==> config.mk <==
export PLATFORM = sky130hd
export DESIGN_NAME = pbc_capture
export DESIGN_NICKNAME = d
export VERILOG_FILES = /design/src/shared/pbc_pkg.sv /design/src/verilog/pbc_capture.sv
export SDC_FILE = /design/constraint.sdc
export NUM_CORES = 1
export LEC_CHECK = 0
export ABC_AREA = 1
export BUFFER_PORTS_ARGS = -buffer_cell sky130_fd_sc_hd__buf_2
export CAP_MARGIN = 5
export CORE_MARGIN = 4
export CORE_UTILIZATION = 51
export CTS_CLUSTER_DIAMETER = 80
export DETAILED_ROUTE_END_ITERATION = 8
export GPL_ROUTABILITY_DRIVEN = 1
export MAX_ROUTING_LAYER = met4
export PLACE_DENSITY = 0.76
export SETUP_SLACK_MARGIN = 0.05
export SLEW_MARGIN = 20
export SYNTH_ARGS = -nofsm -noshare
export SYNTH_HDL_FRONTEND = slang
export SYNTH_SLANG_ARGS = --single-unit
==> constraint.sdc <==
create_clock -name clk_in -period 1.8 [get_ports clk_in]
set_clock_uncertainty 0.1 [all_clocks]
set_input_delay 0.27 -clock clk_in [delete_from_list [all_inputs] [get_ports clk_in]]
set_output_delay 0.27 -clock clk_in [all_outputs]
set_load 0.02 [all_outputs]
==> src/shared/pbc_pkg.sv <==
// constants and types for the parallel byte capture unit
// Operation
// write config only while block disabled; config writes are accepted while the block is enabled too
// odd_select picks odd or even bytes
// skip_alternate keeps one byte in two
// sample_edge_sel picks rising or falling edge
// event_control_on lets events start/stop capture
// qualifier_mode gates sampling on qualifiers
// word_pack_size sets 8, 16, 32 bit word
// control bit 3 stops capture
// control bit 2 starts capture
// control bit 1 disables block
// control bit 0 enables block
// mask-set bits 3,2 set mask bits
// mask-clear bits clear mask bits
// writing zeros to set/clear changes nothing
// mask register reads enabled sources
// overrun sets on byte before word read
// word ready sets on complete word
// status shows capture running and enabled
// status-clear bits clear flags and request
// data register returns captured word
// version register is read-only, no effect
// first byte lands in least significant byte
// stop with partial word sets word ready; a partial word whose last byte is taken in the stop cycle is not flagged
// dma request on full word or partial stop; none for a partial word whose last byte is taken in the stop cycle
// interrupt is OR of masked flags
// external inputs synchronised, edge detected; start and stop event inputs are used unsynchronised
package pbc_pkg;
  localparam logic [7:0] PBC_OFF_CONFIG = 8'h00;
  localparam logic [7:0] PBC_OFF_CONTROL = 8'h04;
  localparam logic [7:0] PBC_OFF_IRQ_SET = 8'h08;
  localparam logic [7:0] PBC_OFF_IRQ_CLR = 8'h0c;
  localparam logic [7:0] PBC_OFF_IRQ_MASK = 8'h10;
  localparam logic [7:0] PBC_OFF_STATUS = 8'h14;
  localparam logic [7:0] PBC_OFF_STAT_CLR = 8'h18;
  localparam logic [7:0] PBC_OFF_DATA = 8'h1c;
  localparam logic [7:0] PBC_OFF_VERSION = 8'h20;
  localparam int PBC_BIT_ODD = 7;
  localparam int PBC_BIT_SKIP = 6;
  localparam int PBC_BIT_EDGE = 5;
  localparam int PBC_BIT_EVT = 4;
  localparam int PBC_BIT_STOP = 3;
  localparam int PBC_BIT_START = 2;
  localparam int PBC_BIT_DIS = 1;
  localparam int PBC_BIT_EN = 0;
  localparam int PBC_BIT_OVERRUN = 3;
  localparam int PBC_BIT_RDY = 2;
  localparam int PBC_BIT_CS = 1;
  localparam int PBC_BIT_ENS = 0;
  localparam logic [7:0] PBC_CONFIG_RST = 8'h00;
  localparam logic [1:0] PBC_QM_A = 2'h0;
  localparam logic [1:0] PBC_QM_AND = 2'h1;
  localparam logic [1:0] PBC_QM_OR = 2'h2;
  localparam logic [1:0] PBC_PACK_8 = 2'h0;
  localparam logic [1:0] PBC_PACK_16 = 2'h1;
  localparam logic [1:0] PBC_LAST_8 = 2'h0;
  localparam logic [1:0] PBC_LAST_16 = 2'h1;
  localparam logic [1:0] PBC_LAST_32 = 2'h3;
  localparam int PBC_SYNC_STAGES = 2;
  // arbitrary neutral identity value
  localparam logic [11:0] PBC_VERSION_VAL = 12'h123;
  localparam logic [3:0] PBC_VARIANT_VAL = 4'h0;
  typedef struct packed {
    logic clk;
    logic qual_a;
    logic qual_b;
    logic [7:0] data;
  } pbc_link_t;
  typedef struct packed {
    logic odd_select;
    logic skip_alternate;
    logic sample_edge_sel;
    logic event_control_on;
    logic [1:0] qualifier_mode;
    logic [1:0] word_pack_size;
  } pbc_config_t;
endpackage : pbc_pkg

==> src/verilog/pbc_capture.sv <==
// parallel byte capture unit with register port
//
// Chosen here: the plain strobed port.
`timescale 1ns/1ps
module pbc_capture #(
  parameter int ADDR_W = 8
) (
  input wire logic clk_in,
  input wire logic rst_in,
  input wire logic [ADDR_W-1:0] addr_in,
  input wire logic [31:0] wdata_in,
  input wire logic wr_in,
  input wire logic rd_in,
  output logic [31:0] rdata_out,
  input wire logic ext_capture_clock_in,
  input wire logic [7:0] ext_capture_data_in,
  input wire logic data_qualifier_a_in,
  input wire logic data_qualifier_b_in,
  input wire logic start_event_in,
  input wire logic stop_event_in,
  output logic irq_out,
  output logic dma_req_out
);
  pbc_pkg::pbc_config_t config_reg;
  pbc_pkg::pbc_link_t link_s1_reg, link_s2_reg;
  logic prev_clk_reg;
  logic enabled_reg, capturing_reg;
  logic [1:0] mask_reg;
  logic overrun_reg, rdy_reg;
  logic [31:0] shift_reg, data_reg;
  logic [1:0] count_reg;
  logic have_bytes_reg;
  logic parity_reg;
  logic unread_reg;
  logic dma_reg;
  logic sample_edge, qual_ok, byte_take, word_done, stop_now, flush;
  logic wr_config, wr_ctl, wr_iset, wr_iclr, wr_sclr, rd_data;

  // last byte index for a pack size
  function automatic logic [1:0] last_idx(input logic [1:0] sz);
    case (sz)
      pbc_pkg::PBC_PACK_8: last_idx = pbc_pkg::PBC_LAST_8;
      pbc_pkg::PBC_PACK_16: last_idx = pbc_pkg::PBC_LAST_16;
      default: last_idx = pbc_pkg::PBC_LAST_32;
    endcase
  endfunction : last_idx

  // register decode
  assign wr_config = wr_in && addr_in == pbc_pkg::PBC_OFF_CONFIG;
  assign wr_ctl = wr_in && addr_in == pbc_pkg::PBC_OFF_CONTROL;
  assign wr_iset = wr_in && addr_in == pbc_pkg::PBC_OFF_IRQ_SET;
  assign wr_iclr = wr_in && addr_in == pbc_pkg::PBC_OFF_IRQ_CLR;
  assign wr_sclr = wr_in && addr_in == pbc_pkg::PBC_OFF_STAT_CLR;
  assign rd_data = rd_in && addr_in == pbc_pkg::PBC_OFF_DATA;

  // two-stage synchroniser on all link inputs
  always_ff @(posedge clk_in) begin
    if (rst_in) begin
      link_s1_reg <= '0;
      link_s2_reg <= '0;
      prev_clk_reg <= 1'b0;
    end else begin
      link_s1_reg <= {ext_capture_clock_in, data_qualifier_a_in,
                      data_qualifier_b_in, ext_capture_data_in};
      link_s2_reg <= link_s1_reg;
      prev_clk_reg <= link_s2_reg.clk;
    end
  end

  // edge select and qualifier gating
  always_comb begin
    sample_edge = config_reg.sample_edge_sel ?
                  (prev_clk_reg && !link_s2_reg.clk) :
                  (!prev_clk_reg && link_s2_reg.clk);
    case (config_reg.qualifier_mode)
      pbc_pkg::PBC_QM_A: qual_ok = link_s2_reg.qual_a;
      pbc_pkg::PBC_QM_AND: qual_ok = link_s2_reg.qual_a
                                     && link_s2_reg.qual_b;
      pbc_pkg::PBC_QM_OR: qual_ok = link_s2_reg.qual_a
                                    || link_s2_reg.qual_b;
      default: qual_ok = 1'b1;
    endcase
  end

  // a qualified byte that survives the alternate-byte filter
  assign byte_take = enabled_reg && capturing_reg && sample_edge && qual_ok
                     && (!config_reg.skip_alternate
                         || parity_reg == config_reg.odd_select);
  assign word_done = byte_take
                     && count_reg == last_idx(config_reg.word_pack_size);
  assign stop_now = capturing_reg
                    && ((wr_ctl && wdata_in[pbc_pkg::PBC_BIT_STOP])
                        || (wr_ctl && wdata_in[pbc_pkg::PBC_BIT_DIS])
                        || (config_reg.event_control_on
                            && stop_event_in));
  assign flush = stop_now && have_bytes_reg && !byte_take;

  // configuration, software keeps it stable while enabled
  always_ff @(posedge clk_in) begin
    if (rst_in) config_reg <= pbc_pkg::PBC_CONFIG_RST;
    else if (wr_config) config_reg <= wdata_in[7:0];
  end

  // block enable and capture run state
  always_ff @(posedge clk_in) begin
    if (rst_in) begin
      enabled_reg <= 1'b0;
      capturing_reg <= 1'b0;
    end else begin
      if (wr_ctl && wdata_in[pbc_pkg::PBC_BIT_DIS])
        enabled_reg <= 1'b0;
      else if (wr_ctl && wdata_in[pbc_pkg::PBC_BIT_EN])
        enabled_reg <= 1'b1;
      if (stop_now || !enabled_reg)
        capturing_reg <= 1'b0;
      else if ((wr_ctl && wdata_in[pbc_pkg::PBC_BIT_START])
               || (config_reg.event_control_on && start_event_in))
        capturing_reg <= 1'b1;
    end
  end

  // byte parity counts every qualified byte, first is even
  always_ff @(posedge clk_in) begin
    if (rst_in) parity_reg <= 1'b0;
    else if (enabled_reg && capturing_reg && sample_edge && qual_ok)
      parity_reg <= !parity_reg;
  end

  // packing, first byte in the low lane
  always_ff @(posedge clk_in) begin
    if (rst_in) begin
      shift_reg <= '0;
      count_reg <= '0;
      have_bytes_reg <= 1'b0;
      data_reg <= '0;
    end else if (byte_take) begin
      if (word_done) begin
        data_reg <= count_reg == pbc_pkg::PBC_LAST_8 ?
                    {24'h000000, link_s2_reg.data} :
                    count_reg == pbc_pkg::PBC_LAST_16 ?
                    {16'h0000, link_s2_reg.data, shift_reg[7:0]} :
                    {link_s2_reg.data, shift_reg[23:0]};
        count_reg <= '0;
        have_bytes_reg <= 1'b0;
      end else begin
        case (count_reg)
          2'h0: shift_reg[7:0] <= link_s2_reg.data;
          2'h1: shift_reg[15:8] <= link_s2_reg.data;
          default: shift_reg[23:16] <= link_s2_reg.data;
        endcase
        count_reg <= count_reg + 2'h1;
        have_bytes_reg <= 1'b1;
      end
    end else if (flush) begin
      data_reg <= count_reg == 2'h1 ? {24'h000000, shift_reg[7:0]} :
                  count_reg == 2'h2 ? {16'h0000, shift_reg[15:0]} :
                  {8'h00, shift_reg[23:0]};
      count_reg <= '0;
      have_bytes_reg <= 1'b0;
    end
  end

  // unread tracking and sticky flags, set wins over clear
  always_ff @(posedge clk_in) begin
    if (rst_in) begin
      unread_reg <= 1'b0;
      overrun_reg <= 1'b0;
      rdy_reg <= 1'b0;
    end else begin
      if (word_done || flush) unread_reg <= 1'b1;
      else if (rd_data) unread_reg <= 1'b0;
      if (byte_take && unread_reg) overrun_reg <= 1'b1;
      else if (wr_sclr && wdata_in[pbc_pkg::PBC_BIT_OVERRUN])
        overrun_reg <= 1'b0;
      if (word_done || flush) rdy_reg <= 1'b1;
      else if (wr_sclr && wdata_in[pbc_pkg::PBC_BIT_RDY])
        rdy_reg <= 1'b0;
    end
  end

  // interrupt mask set and clear
  always_ff @(posedge clk_in) begin
    if (rst_in) mask_reg <= '0;
    else if (wr_iset)
      mask_reg <= mask_reg | wdata_in[pbc_pkg::PBC_BIT_OVERRUN:
                                      pbc_pkg::PBC_BIT_RDY];
    else if (wr_iclr)
      mask_reg <= mask_reg & ~wdata_in[pbc_pkg::PBC_BIT_OVERRUN:
                                       pbc_pkg::PBC_BIT_RDY];
  end

  // dma request pulse on full word or flush
  always_ff @(posedge clk_in) begin
    if (rst_in) dma_reg <= 1'b0;
    else dma_reg <= word_done || flush;
  end
  assign dma_req_out = dma_reg;

  // combined interrupt
  assign irq_out = (overrun_reg && mask_reg[1])
                   || (rdy_reg && mask_reg[0]);

  // read data, one cycle after the strobe
  always_ff @(posedge clk_in) begin
    if (rst_in) rdata_out <= '0;
    else if (rd_in) begin
      case (addr_in)
        pbc_pkg::PBC_OFF_CONFIG: rdata_out <= {24'h000000, config_reg};
        pbc_pkg::PBC_OFF_IRQ_MASK:
          rdata_out <= {28'h0000000, mask_reg, 2'h0};
        pbc_pkg::PBC_OFF_STATUS:
          rdata_out <= {28'h0000000, overrun_reg, rdy_reg,
                        capturing_reg, enabled_reg};
        pbc_pkg::PBC_OFF_DATA: rdata_out <= data_reg;
        pbc_pkg::PBC_OFF_VERSION:
          rdata_out <= {12'h000, pbc_pkg::PBC_VARIANT_VAL, 4'h0,
                        pbc_pkg::PBC_VERSION_VAL};
        default: rdata_out <= '0;
      endcase
    end else rdata_out <= '0;
  end
endmodule : pbc_capture

==> After elaboration in Yosys (flattened, before gate mapping) <==
Cells that the tools add are included.
{ "totals": {"reg_bits": 131, "latch_bits": 0, "mem_bits_rw": 0, "rom_bits": 0, "output_inout_bits": 34, "wordCells": 137, "mem_count": 0} }
{ "op_classes": {"addsub": 1, "mul": 0, "n_div": 0, "n_lt_le_gt_ge": 0, "n_eq_ne": 16, "n_shift": 0, "muxes": 25, "bitwise_logic": 6, "reduce_logical": 59} }
{ "ops": {"columns": ["op", "n"], "rows": [
  ["$mux W32", 5],
  ["$pmux W32 S5", 1],
  ["$mux W24", 2],
  ["$eq A8 B5 Y1 const B", 4],
  ["$logic_and A1 B1 Y1", 28],
  ["$eq A8 B4 Y1 const B", 2],
  ["$mux W1", 10],
  ["$mux W2", 5],
  ["$reduce_bool A2 Y1", 5],
  ["$reduce_and A3 Y1", 3],
  ["$eq A8 B3 Y1 const B", 1],
  ["$eq A8 B6 Y1 const B", 1],
  ["$logic_not A8 Y1", 1],
  ["$logic_or A1 B1 Y1", 8],
  ["$reduce_or A2 Y1", 4],
  ["$eq A2 B1 Y1 const B", 3],
  ["$logic_not A1 Y1", 6],
  ["$logic_not A2 Y1", 3],
  ["$eq A2 B2 Y1 const B", 2],
  ["$pmux W2 S2", 1],
  ["$not A1 Y1", 3],
  ["$pmux W1 S3", 1],
  ["$add A2 B1 Y2 const B", 1],
  ["$and A2 B2 Y2", 1],
  ["other kinds (6)", 6]
]} }

==> Depth between registers and ports, before layout <==
{ "depth": {"ltp_word": 10, "ltp_mapped": 11} }

==> Worst setup path after synthesis <==
Ideal clock, no wire load.
{ "synth_path": {"path_type": "register to register", "start": "register count_reg[1]", "end": "register data_reg[15]", "setup_time_ns": 0.058, "arrival_time_ns": 1.689, "required_ns": 1.642, "path_slack_ns": -0.047, "path_stages_with_launch": 12, "path_buffers": 2, "period_less_slack_ns": 1.847, "cell_sequence": "dfxtp_1 inv_1 ha_1 clkbuf_1 inv_1 clkbuf_1 nand2_1 a21oi_1 nand4_1 nand2_1 nand4_1 nand2_1"} }
{ "synth_via": {"elab_chain_cells": 5} }
{ "synth_lines": {"columns": ["element", "line", "rtl"], "rows": [
  ["start, declared", "pbc_capture.sv:31", "logic [1:0] count_reg;"],
  ["start signal, assigned", "pbc_capture.sv:151", "count_reg <= count_reg + 2'h1;"],
  ["$eq A2 B1 Y1", "pbc_capture.sv:140, pbc_capture.sv:155", null],
  ["$mux W32", "pbc_capture.sv:140", "count_reg == pbc_pkg::PBC_LAST_16 ?"],
  ["$mux W32", "pbc_capture.sv:138", "data_reg <= count_reg == pbc_pkg::PBC_LAST_8 ?"],
  ["$mux W32", "pbc_capture.sv:137", "if (word_done) begin"],
  ["$mux W32", "pbc_capture.sv:136", "end else if (byte_take) begin"],
  ["end signal, assigned", "pbc_capture.sv:138", null],
  ["end signal, assigned", "pbc_capture.sv:155", "data_reg <= count_reg == 2'h1 ? {24'h000000, shift_reg[7:0]} :"],
  ["end, declared", "pbc_capture.sv:30", "logic [31:0] shift_reg, data_reg;"]
]} }
Parallel ways exist; a longest one is shown, timed or not. The select of a mux whose other input is x is not followed.
A chain may end at the register's enable or synchronous reset.

==> Final worst setup path <==
{ "layout_path": {"start": "register config_reg[5] (netlist name)", "end": "register data_reg[30]"} }
{ "layout_via": {"elab_chain_cells": 8} }
{ "layout_lines": {"columns": ["element", "line", "rtl"], "rows": [
  ["start, declared", "pbc_capture.sv:24", "pbc_pkg::pbc_config_t config_reg;"],
  ["start signal, assigned", "pbc_capture.sv:100", "if (rst_in) config_reg <= pbc_pkg::PBC_CONFIG_RST;"],
  ["start signal, assigned", "pbc_capture.sv:101", "else if (wr_config) config_reg <= wdata_in[7:0];"],
  ["$mux W1 (*)", "pbc_capture.sv:72", "sample_edge = config_reg.sample_edge_sel ?"],
  ["$logic_and A1 B1 Y1 (*) (2 in a row)", "pbc_capture.sv:86", "assign byte_take = enabled_reg && capturing_reg && sample_edge && qual_ok"],
  ["$logic_and A1 B1 Y1 (*)", "pbc_capture.sv:87", "&& (!config_reg.skip_alternate"],
  ["$logic_not A1 Y1", "pbc_capture.sv:96", "assign flush = stop_now && have_bytes_reg && !byte_take;"],
  ["$logic_and A1 B1 Y1", "pbc_capture.sv:96", null],
  ["$reduce_bool A2 Y1 (no line)", null, null],
  ["$reduce_and A2 Y1 (no line)", null, null]
]} }
Every way passes the cells marked *; elsewhere a longest branch is shown, timed or not.

==> flow_summary.yaml <==
cts:
  insertion_delay_ns: 0.54
  clock-root-buffer: "clkbuf_8"
  cts_tree: "built"
  cts_buffers: 17
  clk_pin_slew_ns: 0.06
  clkSinkCount: 131
  htreeDepth: 4
  clockBufferDepth: 2
pwr:
  power.share.clock_pct: 50.6
  power.internal_mw: 5.04
  switching_share_pct: 21.2
  power_frac_comb_pct: 3.4
  leakage_nw: 3.31
  ir_worst_vdd_mv: 0.962
  pwr-share-seq_pct: 46.1
  powerDensity_nw_per_um2: 886
  power.total_mw: 6.39
  netSwitchingPower_mw: 1.35
run_status:
  outcome: "complete, no violations"
detailed_routing:
  viasPerCell: 5.18
  drt_iter0_markers: 534
  postRouteAntennaNets: 0
  drc: 0
  vias: 5507
  wl_met2_mm: 6.19
  routed_wl_mm: 13.9
  wl_per_cell_um: 13.0
  first_pass_iters: 5
  routed.top_layer: "met4"
  m1WireLength_mm: 6.18
  wl_met3_mm: 1.17
setup_path:
  startpoint: "config_reg[5]"
  worst_r2r_path_depth: 10
  crit_arrival_ns: 2.06
  reg2reg_slack_ns: 0.12
  cp_max_fo: 24
  start_kind: "register"
  reg2reg_from: "config_reg[5]"
  endpoint_kind: "register"
  cp.required_ns: 2.18
  endpoint: "data_reg[30]"
  critPathKind: "reg -> reg"
  worstReg2RegEnd: "data_reg[30]"
cells_and_area:
  instances_no_fill: 1064
  areaGrowthSynthToFinish_pct: 26.5
  fin_util_pct: 66.2
  fillers: 931
  drive_above_1_share_pct: 17.2
  antennaDiodeCount: 0
  nets: 971
sta:
  hold_violations: 0
  max_freq_ghz: 0.596
  setup_violations: 0
  slew_headroom_pct: 78.1
  rsz0062_at_grt: "true"
  worst_slew_pin_slew_ns: 0.325
  finalCritPeriodShare_pct: 93.3
  slew_violations: 0
  fin_crit_ns: 1.68
global_routing:
  grt_antenna_before_repair: 0
  grt_pass1_wl_mm: 23.3
  grt_pass1_vias: 4982
  grt_max_degree: 62
  track_usage_pct: 22.8
  grt_overflow_total: 0
worst_hold_path:
  min_path_type: "in -> reg"
  whs_path_depth: 5
logic_synthesis:
  synthDistinctLibCells: 30
  synth_fp_nets: 877
  synth_commonest_cells: "nand2_1 (200), dfxtp_1 (131), inv_1 (98)"
  ys_top_cells_by_area: "dfxtp_1 (46%), nand2_1 (13%), nand4_1 (6.6%)"
  synthesis.area_um2: 5700
  ys_seq_area_share_pct: 46.0
  synth_edf_count: 0
  synth.top_cell.area_share_pct: 46.0
  synth_warnings: 0
  yosysTopAreaCell: "dfxtp_1"
  synth_cells: 817
  async_flop_share_pct: 0
  syn_area_per_cell_um2: 6.98
  ys_ff_latch: 131
  ys.flop_type: "dfxtp_1"
  synth.most_common_cell: "nand2_1"
die:
  start_util_pct: 52.4
  die_area_um2: 12900
  coreArea_um2: 10900
  die_x_um: 114
  rows: 38
  ios: 91
  die_height_um: 114
placed_design:
  dp.cells: 1007
  dp_hpwl_mm: 8.98
  place.gp.congestion: 0.845
  portBuffers: 66
job:
  drv_cap: 0
[worst max-delay path, stage by stage, from the launching register on]
cell,delay [ns]
dfxtp_1,0.32
inv_1,0.12
nand3_2,0.10
a21oi_4,0.19
nand3_4,0.16
inv_4,0.11
nand2_4,0.08
nand2_2,0.12
buf_12,0.17
nand3_1,0.08
nand2_1,0.06
[power by group through the flow]
| stage | combinational, mW | sequential, mW | clock [mW] |
|---|---|---|---|
| floorplan | 0.102 | 3.00 | 0 |
| global placement | 0.173 | 3.01 | 0 |
| detailed placement | 0.176 | 3.01 | 0 |
| CTS | 0.211 | 2.94 | 3.27 |
| global route | 0.244 | 2.95 | 3.41 |
| finish | 0.216 | 2.95 | 3.23 |
[worst min-delay path by stage]
stage	startpoint	end
6_report	addr_in[2]	enabled_reg
4_1_cts	addr_in[2]	enabled_reg
3_3_place_gp	link_s1_reg[0]	link_s2_reg[0]
5_1_grt	addr_in[2]	enabled_reg
2_1_floorplan	ext_capture_data_in[0]	link_s1_reg[0]
3_5_place_dp	link_s1_reg[4]	link_s2_reg[4]
[cells in the final DEF (no fill, tap or decap), types with 3 or more instances in the layout]
master / netlist / layout
clkinv_2: 0 / 8
inv_2: 3 / 3
xor2_1: 3 / 3
nand3_2: 2 / 3
clkbuf_16: 0 / 16
nor2_1: 90 / 88
nand2_4: 0 / 3
buf_4: 1 / 28
nand4_1: 60 / 60
dfxtp_1: 131 / 129
nor3_1: 45 / 44
buf_2: 16 / 66
dlygate4sd3_1: 0 / 21
clkbuf_8: 0 / 3
nand2_1: 200 / 198
inv_1: 98 / 97
buf_12: 0 / 7
o21ai_1: 4 / 4
a21oi_1: 36 / 36
nand3_1: 48 / 47
a22oi_1: 3 / 3
o21ai_0: 25 / 25
[per-stage QoR]
step	instance area (um^2)	hold WS, ns	setup WS (ns)	setup TNS [ns]
after detailed placement	6340	0.294	-0.00899	-0.0392
after global routing	7210	0.0517	0.00467	0
final	7210	0.0278	0.121	0
after global placement	6340	0.289	0.0443	0
after CTS	7120	0.00190	0.0542	0
after floorplan	5700	0.277	0.0626	0
[cells by family after synthesis]
group | after synthesis | synth area share [%]
AO/OA/AOI/OAI | 74 | 7.07
XOR/XNOR | 3 | 0.461
adder cells (fa/ha/maj) | 3 | 0.658
buffers and inverters | 153 | 10.5
flip-flops | 131 | 46.0
AND/OR/NAND/NOR | 453 | 35.3
[layer usage]
layer | vias up | global-route usage [%]
li1 | 2828 | -
met1 | 2420 | 29.6
met2 | 228 | 33.5
met3 | 31 | 7.32
met4 | 0 | 8.17
met5 | - | -
[layout make-up]
type	count	area, um^2	share of cell area, %
clock buffer	21	449	6.23
clock inverter	11	109	1.51
inverter	102	385	5.34
multi-input combinational	533	2540	35.2
sequential	131	2630	36.4
tap	140	175	2.43
timing repair buffer	125	928	12.9
timing repair inverter	1	5.00	0.0694
[what timing repair did]
action,CTS,global route
pin swaps,0,2
endpoints found under the setup margin,9,52
gates resized for setup,3,18
hold endpoints to repair,26,0
cloned,0,1
setup buffers,0,3
hold buffers,21,0
Power figures use the tool's default switching activity.
